**src/sopc_defs.vh**
```
`ifndef SOPC_DEFS_VH
`define SOPC_DEFS_VH

// register indexes; byte address is four times the index
`define SOPC_IDX_OUTPUT_CONTROL 8'h4c
`define SOPC_IDX_LEFT2_VOLUME 8'h6a
`define SOPC_IDX_RIGHT2_VOLUME 8'h6b
`define SOPC_IDX_BEEP_VOLUME 8'h6f
`define SOPC_IDX_PAIR_STATUS 8'h70

// shared volume register fields
`define SOPC_MUTE_BIT 14
`define SOPC_ZC_BIT 13
`define SOPC_VU_BIT 8
`define SOPC_GAIN_LSB 2
`define SOPC_GAIN_MSB 7

// right volume register extras
`define SOPC_INV_EN_BIT 10
`define SOPC_INV_BYPASS_BIT 9

// output control
`define SOPC_FB_BIT 2

// beep register
`define SOPC_BEEP_EN_BIT 15
`define SOPC_BEEP_GAIN_LSB 5
`define SOPC_BEEP_GAIN_MSB 7

// status register layout
`define SOPC_ST_LGAIN_LSB 0
`define SOPC_ST_RGAIN_LSB 8
`define SOPC_ST_LPEND_BIT 14
`define SOPC_ST_RPEND_BIT 15

// reset values
`define SOPC_GAIN_RST 6'h39
`define SOPC_INV_EN_RST 1'h0
`define SOPC_INV_BYPASS_RST 1'h1
`define SOPC_BEEP_GAIN_RST 3'h0

`endif

```
**src/sopc_gain_apply.v**
```verilog
`timescale 1ns/1ps
// ==========================================================
// one channel: stored gain code moves to the amplifier
module sopc_gain_apply #(
  parameter WIDTH = 6,
  parameter [5:0] RESET_CODE = 6'h39
) (
  // clock and reset
  input wire mclk,
  input wire rst_n,
  // control
  input wire [WIDTH-1:0] stored_code,
  input wire update,
  input wire zc_en,
  input wire zero_cross,
  // result
  output reg [WIDTH-1:0] applied_code,
  output reg pending
);

  always @(posedge mclk or negedge rst_n) begin
    if (!rst_n) begin
      applied_code <= RESET_CODE[WIDTH-1:0];
      pending <= 1'b0;
    end else if (update && !zc_en) begin
      applied_code <= stored_code;
      pending <= 1'b0;
    end else if (update) begin
      // a new update restarts the wait for the next crossing
      pending <= 1'b1;
    end else if (pending && (zero_cross || !zc_en)) begin
      // clearing the enable while waiting releases the change at once
      applied_code <= stored_code;
      pending <= 1'b0;
    end
  end

endmodule

```
**src/sopc_regs.v**
```verilog
// Chosen here: the Avalon-MM interface to the registers.
`timescale 1ns/1ps
`include "sopc_defs.vh"

module sopc_regs #(
  parameter ADDR_WIDTH = 10,
  parameter GAIN_WIDTH = 6,
  parameter BEEP_WIDTH = 3
) (
  // clock and reset
  input wire mclk,
  input wire rst_n,
  // avalon-mm slave
  input wire [ADDR_WIDTH-1:0] avs_address,
  input wire avs_read,
  input wire avs_write,
  input wire [31:0] avs_writedata,
  input wire [3:0] avs_byteenable,
  output reg [31:0] avs_readdata,
  output reg avs_waitrequest,
  // zero-cross comparators, asynchronous
  input wire left_signal_sign,
  input wire right_signal_sign,
  // left amplifier controls
  output reg [GAIN_WIDTH-1:0] second_left_output_gain,
  output reg second_left_output_mute,
  // right amplifier controls
  output reg [GAIN_WIDTH-1:0] second_right_output_gain,
  output reg second_right_output_mute,
  output reg right_inverter_en_out,
  output reg right_inverter_bypass_out,
  // common return and beep path
  output reg pair_ground_feedback_out,
  output reg beep_mix_out,
  output reg [BEEP_WIDTH-1:0] beep_gain_out
);

  // ==========================================================
  // stored fields
  reg [GAIN_WIDTH-1:0] left_gain_code;
  reg [GAIN_WIDTH-1:0] right_gain_code;
  reg left_zero_cross_en;
  reg right_zero_cross_en;
  reg left_channel_mute;
  reg right_channel_mute;
  reg right_inverter_en;
  reg right_inverter_bypass;
  reg pair_ground_feedback_en;
  reg beep_mix_en;
  reg [BEEP_WIDTH-1:0] beep_gain_code;
  reg pair_volume_update;

  // ==========================================================
  // bus decode
  reg access_done;
  wire request;
  wire take;
  wire [7:0] reg_index;
  wire word_aligned;
  wire [15:0] wdata;
  wire lo_en;
  wire hi_en;

  assign request = avs_read | avs_write;
  // one wait cycle: the edge that drops waitrequest also commits the access
  assign take = request & avs_waitrequest & ~access_done;
  assign reg_index = avs_address[9:2];
  assign word_aligned = (avs_address[1:0] == 2'h0);
  assign wdata = avs_writedata[15:0];
  assign lo_en = avs_byteenable[0];
  assign hi_en = avs_byteenable[1];

  function hit;
    input [7:0] idx;
    input [7:0] target;
    input aligned;
    begin
      hit = aligned && (idx == target);
    end
  endfunction

  wire wr_take;
  wire sel_out_ctl;
  wire sel_left;
  wire sel_right;
  wire sel_beep;
  wire sel_status;

  assign wr_take = take & avs_write;
  assign sel_out_ctl = hit(reg_index, `SOPC_IDX_OUTPUT_CONTROL, word_aligned);
  assign sel_left = hit(reg_index, `SOPC_IDX_LEFT2_VOLUME, word_aligned);
  assign sel_right = hit(reg_index, `SOPC_IDX_RIGHT2_VOLUME, word_aligned);
  assign sel_beep = hit(reg_index, `SOPC_IDX_BEEP_VOLUME, word_aligned);
  assign sel_status = hit(reg_index, `SOPC_IDX_PAIR_STATUS, word_aligned);

  // ==========================================================
  // waitrequest handshake
  always @(posedge mclk or negedge rst_n) begin
    if (!rst_n) begin
      avs_waitrequest <= 1'b1;
      access_done <= 1'b0;
    end else begin
      if (take) begin
        avs_waitrequest <= 1'b0;
        access_done <= 1'b1;
      end else begin
        avs_waitrequest <= 1'b1;
        access_done <= 1'b0;
      end
    end
  end

  // ==========================================================
  // register writes
  always @(posedge mclk or negedge rst_n) begin
    if (!rst_n) begin
      left_gain_code <= `SOPC_GAIN_RST;
      right_gain_code <= `SOPC_GAIN_RST;
      left_zero_cross_en <= 1'b0;
      right_zero_cross_en <= 1'b0;
      left_channel_mute <= 1'b0;
      right_channel_mute <= 1'b0;
      right_inverter_en <= `SOPC_INV_EN_RST;
      right_inverter_bypass <= `SOPC_INV_BYPASS_RST;
      pair_ground_feedback_en <= 1'b0;
      beep_mix_en <= 1'b0;
      beep_gain_code <= `SOPC_BEEP_GAIN_RST;
      pair_volume_update <= 1'b0;
    end else begin
      pair_volume_update <= 1'b0;
      if (wr_take && sel_out_ctl && lo_en) begin
        pair_ground_feedback_en <= wdata[`SOPC_FB_BIT];
      end
      if (wr_take && sel_left) begin
        if (lo_en) begin
          left_gain_code <= wdata[`SOPC_GAIN_MSB:`SOPC_GAIN_LSB];
        end
        if (hi_en) begin
          left_zero_cross_en <= wdata[`SOPC_ZC_BIT];
          left_channel_mute <= wdata[`SOPC_MUTE_BIT];
          pair_volume_update <= wdata[`SOPC_VU_BIT];
        end
      end
      if (wr_take && sel_right) begin
        if (lo_en) begin
          right_gain_code <= wdata[`SOPC_GAIN_MSB:`SOPC_GAIN_LSB];
        end
        if (hi_en) begin
          right_zero_cross_en <= wdata[`SOPC_ZC_BIT];
          right_channel_mute <= wdata[`SOPC_MUTE_BIT];
          right_inverter_en <= wdata[`SOPC_INV_EN_BIT];
          right_inverter_bypass <= wdata[`SOPC_INV_BYPASS_BIT];
          pair_volume_update <= wdata[`SOPC_VU_BIT];
        end
      end
      if (wr_take && sel_beep) begin
        if (lo_en) begin
          beep_gain_code <= wdata[`SOPC_BEEP_GAIN_MSB:`SOPC_BEEP_GAIN_LSB];
        end
        if (hi_en) begin
          beep_mix_en <= wdata[`SOPC_BEEP_EN_BIT];
        end
      end
    end
  end

  // ==========================================================
  // zero-cross detection
  reg [2:0] left_sign_sync;
  reg [2:0] right_sign_sync;
  wire left_crossed;
  wire right_crossed;

  always @(posedge mclk or negedge rst_n) begin
    if (!rst_n) begin
      left_sign_sync <= 3'h0;
      right_sign_sync <= 3'h0;
    end else begin
      left_sign_sync <= {left_sign_sync[1:0], left_signal_sign};
      right_sign_sync <= {right_sign_sync[1:0], right_signal_sign};
    end
  end

  // stage 0 feeds only stage 1; the edge is seen between stages 1 and 2
  assign left_crossed = left_sign_sync[2] ^ left_sign_sync[1];
  assign right_crossed = right_sign_sync[2] ^ right_sign_sync[1];

  // ==========================================================
  // gain application, both channels on the shared update strobe
  wire [GAIN_WIDTH-1:0] left_applied;
  wire [GAIN_WIDTH-1:0] right_applied;
  wire left_pending;
  wire right_pending;

  sopc_gain_apply #(
    .WIDTH(GAIN_WIDTH),
    .RESET_CODE(`SOPC_GAIN_RST)
  ) left_apply (
    .mclk(mclk),
    .rst_n(rst_n),
    .stored_code(left_gain_code),
    .update(pair_volume_update),
    .zc_en(left_zero_cross_en),
    .zero_cross(left_crossed),
    .applied_code(left_applied),
    .pending(left_pending)
  );

  sopc_gain_apply #(
    .WIDTH(GAIN_WIDTH),
    .RESET_CODE(`SOPC_GAIN_RST)
  ) right_apply (
    .mclk(mclk),
    .rst_n(rst_n),
    .stored_code(right_gain_code),
    .update(pair_volume_update),
    .zc_en(right_zero_cross_en),
    .zero_cross(right_crossed),
    .applied_code(right_applied),
    .pending(right_pending)
  );

  // ==========================================================
  // amplifier control outputs, all registered
  always @(posedge mclk or negedge rst_n) begin
    if (!rst_n) begin
      second_left_output_gain <= `SOPC_GAIN_RST;
      second_right_output_gain <= `SOPC_GAIN_RST;
      second_left_output_mute <= 1'b0;
      second_right_output_mute <= 1'b0;
      right_inverter_en_out <= `SOPC_INV_EN_RST;
      right_inverter_bypass_out <= `SOPC_INV_BYPASS_RST;
      pair_ground_feedback_out <= 1'b0;
      beep_mix_out <= 1'b0;
      beep_gain_out <= `SOPC_BEEP_GAIN_RST;
    end else begin
      second_left_output_gain <= left_applied;
      second_right_output_gain <= right_applied;
      second_left_output_mute <= left_channel_mute;
      // mute sits after the polarity choice so it covers both paths
      second_right_output_mute <= right_channel_mute;
      // polarity pair is passed as written; other combinations are not checked
      right_inverter_en_out <= right_inverter_en;
      right_inverter_bypass_out <= right_inverter_bypass;
      pair_ground_feedback_out <= pair_ground_feedback_en;
      // beep not gated by polarity: software keeps the inverting path selected
      beep_mix_out <= beep_mix_en;
      beep_gain_out <= beep_gain_code;
    end
  end

  // ==========================================================
  // read data
  reg [15:0] next_rdata;

  always @* begin
    next_rdata = 16'h0000;
    if (sel_out_ctl) begin
      next_rdata[`SOPC_FB_BIT] = pair_ground_feedback_en;
    end else if (sel_left) begin
      next_rdata[`SOPC_MUTE_BIT] = left_channel_mute;
      next_rdata[`SOPC_ZC_BIT] = left_zero_cross_en;
      next_rdata[`SOPC_GAIN_MSB:`SOPC_GAIN_LSB] = left_gain_code;
    end else if (sel_right) begin
      next_rdata[`SOPC_MUTE_BIT] = right_channel_mute;
      next_rdata[`SOPC_ZC_BIT] = right_zero_cross_en;
      next_rdata[`SOPC_INV_EN_BIT] = right_inverter_en;
      next_rdata[`SOPC_INV_BYPASS_BIT] = right_inverter_bypass;
      next_rdata[`SOPC_GAIN_MSB:`SOPC_GAIN_LSB] = right_gain_code;
    end else if (sel_beep) begin
      next_rdata[`SOPC_BEEP_EN_BIT] = beep_mix_en;
      next_rdata[`SOPC_BEEP_GAIN_MSB:`SOPC_BEEP_GAIN_LSB] = beep_gain_code;
    end else if (sel_status) begin
      next_rdata[`SOPC_ST_LGAIN_LSB+5:`SOPC_ST_LGAIN_LSB] = left_applied;
      next_rdata[`SOPC_ST_RGAIN_LSB+5:`SOPC_ST_RGAIN_LSB] = right_applied;
      next_rdata[`SOPC_ST_LPEND_BIT] = left_pending;
      next_rdata[`SOPC_ST_RPEND_BIT] = right_pending;
    end
  end

  always @(posedge mclk or negedge rst_n) begin
    if (!rst_n) begin
      avs_readdata <= 32'h00000000;
    end else if (take && avs_read) begin
      avs_readdata <= {16'h0000, next_rdata};
    end
  end

endmodule

```
**config.mk**
```make
export PLATFORM = sky130hd
export DESIGN_NAME = sopc_regs
export DESIGN_NICKNAME = d
export VERILOG_FILES = /design/src/sopc_gain_apply.v /design/src/sopc_regs.v
export VERILOG_INCLUDE_DIRS = /design/src
export SDC_FILE = /design/constraint.sdc
export NUM_CORES = 1
export LEC_CHECK = 0
export BUFFER_PORTS_ARGS = -buffer_cell sky130_fd_sc_hd__clkbuf_2
export CAP_MARGIN = 0
export CORE_UTILIZATION = 55
export CTS_CLUSTER_DIAMETER = 60
export DETAILED_ROUTE_END_ITERATION = 7
export PLACE_DENSITY_LB_ADDON = 0.25
export REMOVE_ABC_BUFFERS = 1
export SLEW_MARGIN = 20
export SYNTH_ARGS = -nofsm -noshare
export SYNTH_HDL_FRONTEND = slang
export SYNTH_HIERARCHICAL = 1
export SYNTH_SLANG_ARGS = --single-unit
```
**constraint.sdc**
```tcl
create_clock -name mclk -period 3.05 [get_ports mclk]
set_clock_uncertainty 0.1 [all_clocks]
set_input_delay 0.1525 -clock mclk [delete_from_list [all_inputs] [get_ports mclk]]
set_output_delay 0.1525 -clock mclk [all_outputs]
set_load 0.02 [all_outputs]
```
[Yosys cells after proc, flatten, opt, wreduce, memory -nomap -nowiden]
Cells that the tools add are included.
Widths: inputs -> output; s select.
Operators by class
  equal/unequal tests: 7
  multiplexer cells: 40
  bitwise logic cells: 7
  reduce and logical (&&, ||, !) cells: 32
Operators by type and width (count)
  $mux 6: 9
  $eq 8x7->1 const B: 5
  $mux 1: 18
  $mux 2: 8
  $reduce_and 2->1: 8
  $logic_and 1x1->1: 15
  $mux 13: 1
  $mux 5: 2
  $mux 8: 1
  $mux 7: 1
  $reduce_bool 3->1: 2
  $ne 2x1->1 const B: 2
  $reduce_bool 2->1: 2
  $and 1x1->1: 3
  $logic_not 1->1: 2
  $logic_not 2->1: 1
  $logic_or 1x1->1: 2
  $xor 1x1->1: 2
  $not 1->1: 1
  $or 1x1->1: 1
Storage, ports and cells
  flip-flop bits (word level): 83
  input port bits: 52
  output and inout port bits: 54

[Logic depth before layout (Yosys ltp)]
  word-level depth: 8
  gate-level depth with buffers: 6
  depth with buffers taken out: 4

[By module]
Netlist, hierarchy kept.
By module, submodules not included
  sopc_regs: times used 1, cells an instance 211, area each 2797.7 um^2
  sopc_gain_apply: times used 2, cells an instance 34, area each 384.1 um^2

[Worst setup path after synthesis]
No wires, ideal clock.
  path type: register to register
  from: register avs_waitrequest
  to: register right_channel_mute
  arrival time: 1.510 ns
  data required time: 2.822 ns
  slack: 1.312 ns
  stages on the path, launching flop included: 5
  buffers on the path: 0
  period minus slack after synthesis: 1.738 ns
  cell sequence: dfstp_2 -> nor2b_1 -> and3_1 -> and2_1 -> mux2_1
On the way
  cells in the longest elaborated chain, start to end: 5
RTL lines
  from (decl): RTL line sopc_regs.v:20  | output reg avs_waitrequest,
  from (signal assigned): RTL line sopc_regs.v:100  | avs_waitrequest <= 1'b1;
  from (signal assigned): RTL line sopc_regs.v:104  | avs_waitrequest <= 1'b0;
  from (signal assigned): RTL line sopc_regs.v:107  | avs_waitrequest <= 1'b1;
  $and 1x1->1 (2 in series): RTL line sopc_regs.v:66  | assign take = request & avs_waitrequest & ~access_done;
  $and 1x1->1: RTL line sopc_regs.v:89  | assign wr_take = take & avs_write;
  $logic_and 1x1->1: RTL line sopc_regs.v:144  | if (wr_take && sel_right) begin
  $reduce_and 2->1 (no source line)
  to (signal assigned): RTL line sopc_regs.v:150  | right_channel_mute <= wdata[`SOPC_MUTE_BIT];
  to (decl): RTL line sopc_regs.v:45  | reg right_channel_mute;
Every way passes these cells.
A chain may end at the register's enable or synchronous reset.

[Worst setup path in the final report]
  from: register avs_waitrequest
  to: register avs_readdata[5]
On the way
  cells in the longest elaborated chain, start to end: 3
RTL lines
  $and 1x1->1 (2 in series): RTL line sopc_regs.v:66
  $logic_and 1x1->1: RTL line sopc_regs.v:284  | end else if (take && avs_read) begin
  to (signal assigned): RTL line sopc_regs.v:285  | avs_readdata <= {16'h0000, next_rdata};
  to (decl): RTL line sopc_regs.v:19  | output reg [31:0] avs_readdata,
Every way passes these cells.

==> results_dict.tcl <==
set metrics [dict create \
    worst_slack_ns 1.08 \
    synth_area_leaders "dfrtp_1 (39%), dfstp_2 (20%), mux2_1 (4.1%)" \
    vdd.ir_drop.worst_uv 334 \
    clk_pin_slew_ns 0.08 \
    wl_um 7500 \
    first_iter_violations 182 \
    globalplace.congestion 0.819 \
    fp.dieH_um 82.5 \
    cts_max_level 3 \
    finalPower_w 0.00205 \
    synth_cell_type_count 43 \
    final.min_clock_period_ns 1.97 \
    synth_area_per_cell_um2 12.8 \
    dp_hpwl_um 5050 \
    crit_type "flop to flop" \
    synth_top_area_share_pct 39.3 \
    synthToLayoutAreaGrowth_pct 18.1 \
    io_buffers 67 \
    antenna_found_initial 0 \
    holdPathStages 3 \
    ys_seq_area_share_pct 59.2 \
    yosys_warnings 6 \
    final_hold_viol_count 0 \
    start_util_pct 58.5 \
    path_buf_inv 0 \
    slew_violations 0 \
    place_area_um2 3870 \
    root_buffer "clkbuf_8" \
    worstMarginPinSlew_ns 0.714 \
    routed-via-count 2536 \
    synth_area_um2 3570 \
    slowest_stage "a31oi_2" \
    start_kind "flop" \
    cpLargestDelayFamily "compound AO/OA/AOI/OAI gates" \
    cp.required_ns 3.22 \
    post_drt_wl_per_cell_um 16.9 \
    grt_overflow 0 \
    cts.path.max_buffers 2 \
    critPathMaxStageDelay_ns 0.58 \
    cp_max_fo 9 \
    viasPerCell 5.72 \
    synth_edf_count 0 \
    p_leak_nw 1.95 \
    nets 415 \
    clk_latency_ns 0.35 \
    cts_buffers 9 \
    worst_setup_path_end_kind "flop" \
    async_reset_ff_share_pct 100 \
    drive_gt1_share_pct 33.7 \
    grt_max_degree 84 \
    powerDensity_nw_per_um2 486 \
    reg2reg_slack_ns 1.08 \
    io_pins 106 \
    synth_most_common_cell "dfrtp_1" \
    crit_chain "nand3b_1 > a31oi_2 > o21ai_1 > o21ai_1" \
    synth_top_area_cell "dfrtp_1" \
    synthCells 279 \
    diodes 0 \
    status "complete, no violations" \
    rsz0062_at_grt "no" \
    drtAntennaViolNets 0 \
    cpMostUsedCell "o21ai_1" \
    hp-class "input port to flop" \
    grtUsageTotal_pct 24.0 \
    pre_cts_ws_ns 0.963 \
    cts_tree "built" \
    cts_sinks 83 \
    setup_viol 0 \
    drc 0 \
    rows 28 \
    final.setup.tns_ns 0 \
    grt_pass1_wl_um 11600 \
    final_core_util_pct 69.1 \
    die_area_um2 6810 \
    die_w_um 82.5 \
    drt-pass1-iter-count 4 \
    slew_headroom_pct 52.4 \
    arrival_ns 2.13 \
    reg2reg_depth 4 \
    ys_top_cells_by_count "dfrtp_1 (56), dfstp_2 (27), buf_4 (18)" \
    fmax_ghz 0.508 \
    ys_seq_elements 83 \
    finish.instance_area_um2 4210 \
    min_period_over_period_pct 64.5 \
    fillCellCount 473 \
    cp.depth 4 \
    core_um2 6100 \
    max_cap_viol_count 0 \
    ys.flop_type "dfrtp_1" \
    grt_pass1_vias 2321 \
]
==> worst register-to-register path: stages, from the launching register on <==
cell and delay (ns):
dfstp_2 0.56, nand3b_1 0.35, a31oi_2 0.59, o21ai_1 0.15
o21ai_1 0.16
==> stage by stage <==
step                      hold WS (ns)  instances
final                            0.210        443
after detailed placement         0.162        409
after global placement           0.161        409
after global routing             0.223        443
after CTS                        0.198        443
after floorplan                 -0.243        265
==> report_power, final <==
| part | internal [W] | switching [W] |
|---|---|---|
| clock network | 0.000296 | 0.000367 |
| registers | 0.00113 | 0.0000172 |
| logic | 0.0000852 | 0.000150 |
==> routing by layer <==
| layer | part of all wire (%) | wire (µm) | global-route usage [%] |
|---|---|---|---|
| met1 | 46 | 3440 | 33.0 |
| met4 | 2.5 | 191 | 11.9 |
| met5 | 0 | 0 | 0 |
| met3 | 5.4 | 403 | 4.40 |
| met2 | 46 | 3470 | 36.7 |
==> repair_timing <==
action                    CTS  global route
resized for setup           0             0
buffers inserted            0             0
hold endpoints to repair   83             0
hold buffers               18             0
==> path summary, 6_finish.rpt <==
kind	startpoint	end
setup / recovery	avs_waitrequest	avs_readdata[5]
hold / removal	avs_byteenable[1]	pair_volume_update
setup reg to reg	avs_waitrequest	avs_readdata[5]
hold reg to reg	right_sign_sync[0]	right_sign_sync[1]
max in group asynchronous	rst_n	right_gain_code[2]
min in group asynchronous	rst_n	left_apply/applied_code[1]
==> kinds of logic after synthesis <==
kind of cell / share of synthesized area, %
buffers and inverters: 6.03
xor gates and xnor gates: 0.491
other: 0.105
DFF: 59.2
muxes: 10.9
and+or+nand+nor: 10.7
AOI/OAI and AO/OA: 12.6
==> registers in the layout (all words and copies together), names as in the netlist, 3 cells and up <==
register / count
beep_gain_code: 3
left_apply/applied_code: 6
left_sign_sync: 3
second_left_output_gain: 6
right_sign_sync: 3
right_apply/applied_code: 6
avs_readdata: 16
left_gain_code: 6
second_right_output_gain: 6
beep_gain_out: 3
right_gain_code: 6
==> cell usage in the layout (no fill, tap or decap), types with 3 or more instances in the layout <==
cell type | Yosys | final
clkbuf_2 | 0 | 66
dfrtp_1 | 56 | 56
dfstp_2 | 27 | 27
dlygate4sd3_1 | 0 | 18
nand2_1 | 16 | 16
conb_1 | 1 | 16
a32oi_1 | 15 | 15
o21ai_1 | 14 | 14
mux2_1 | 13 | 13
mux2i_1 | 13 | 13
o22ai_1 | 13 | 13
mux2_2 | 10 | 10
nand2b_1 | 10 | 10
clkbuf_8 | 0 | 9
a22oi_1 | 8 | 8
nor2_1 | 6 | 6
nand3_1 | 6 | 6
a22o_1 | 5 | 5
inv_1 | 4 | 4
clkbuf_1 | 2 | 4
nor2b_1 | 3 | 3
and3_1 | 3 | 3
==> final cells by class <==
class / count / area (µm²) / area share, %
multi-input cells: 178 / 1300 / 30.8
clock buffers: 13 / 139 / 3.30
clock inverters: 3 / 18.8 / 0.446
well taps: 75 / 93.8 / 2.23
flip-flops and latches: 83 / 2110 / 50.1
inverters: 4 / 15.0 / 0.357
repair buffers: 87 / 537 / 12.7
No activity file was read; power rests on OpenSTA's default activity.
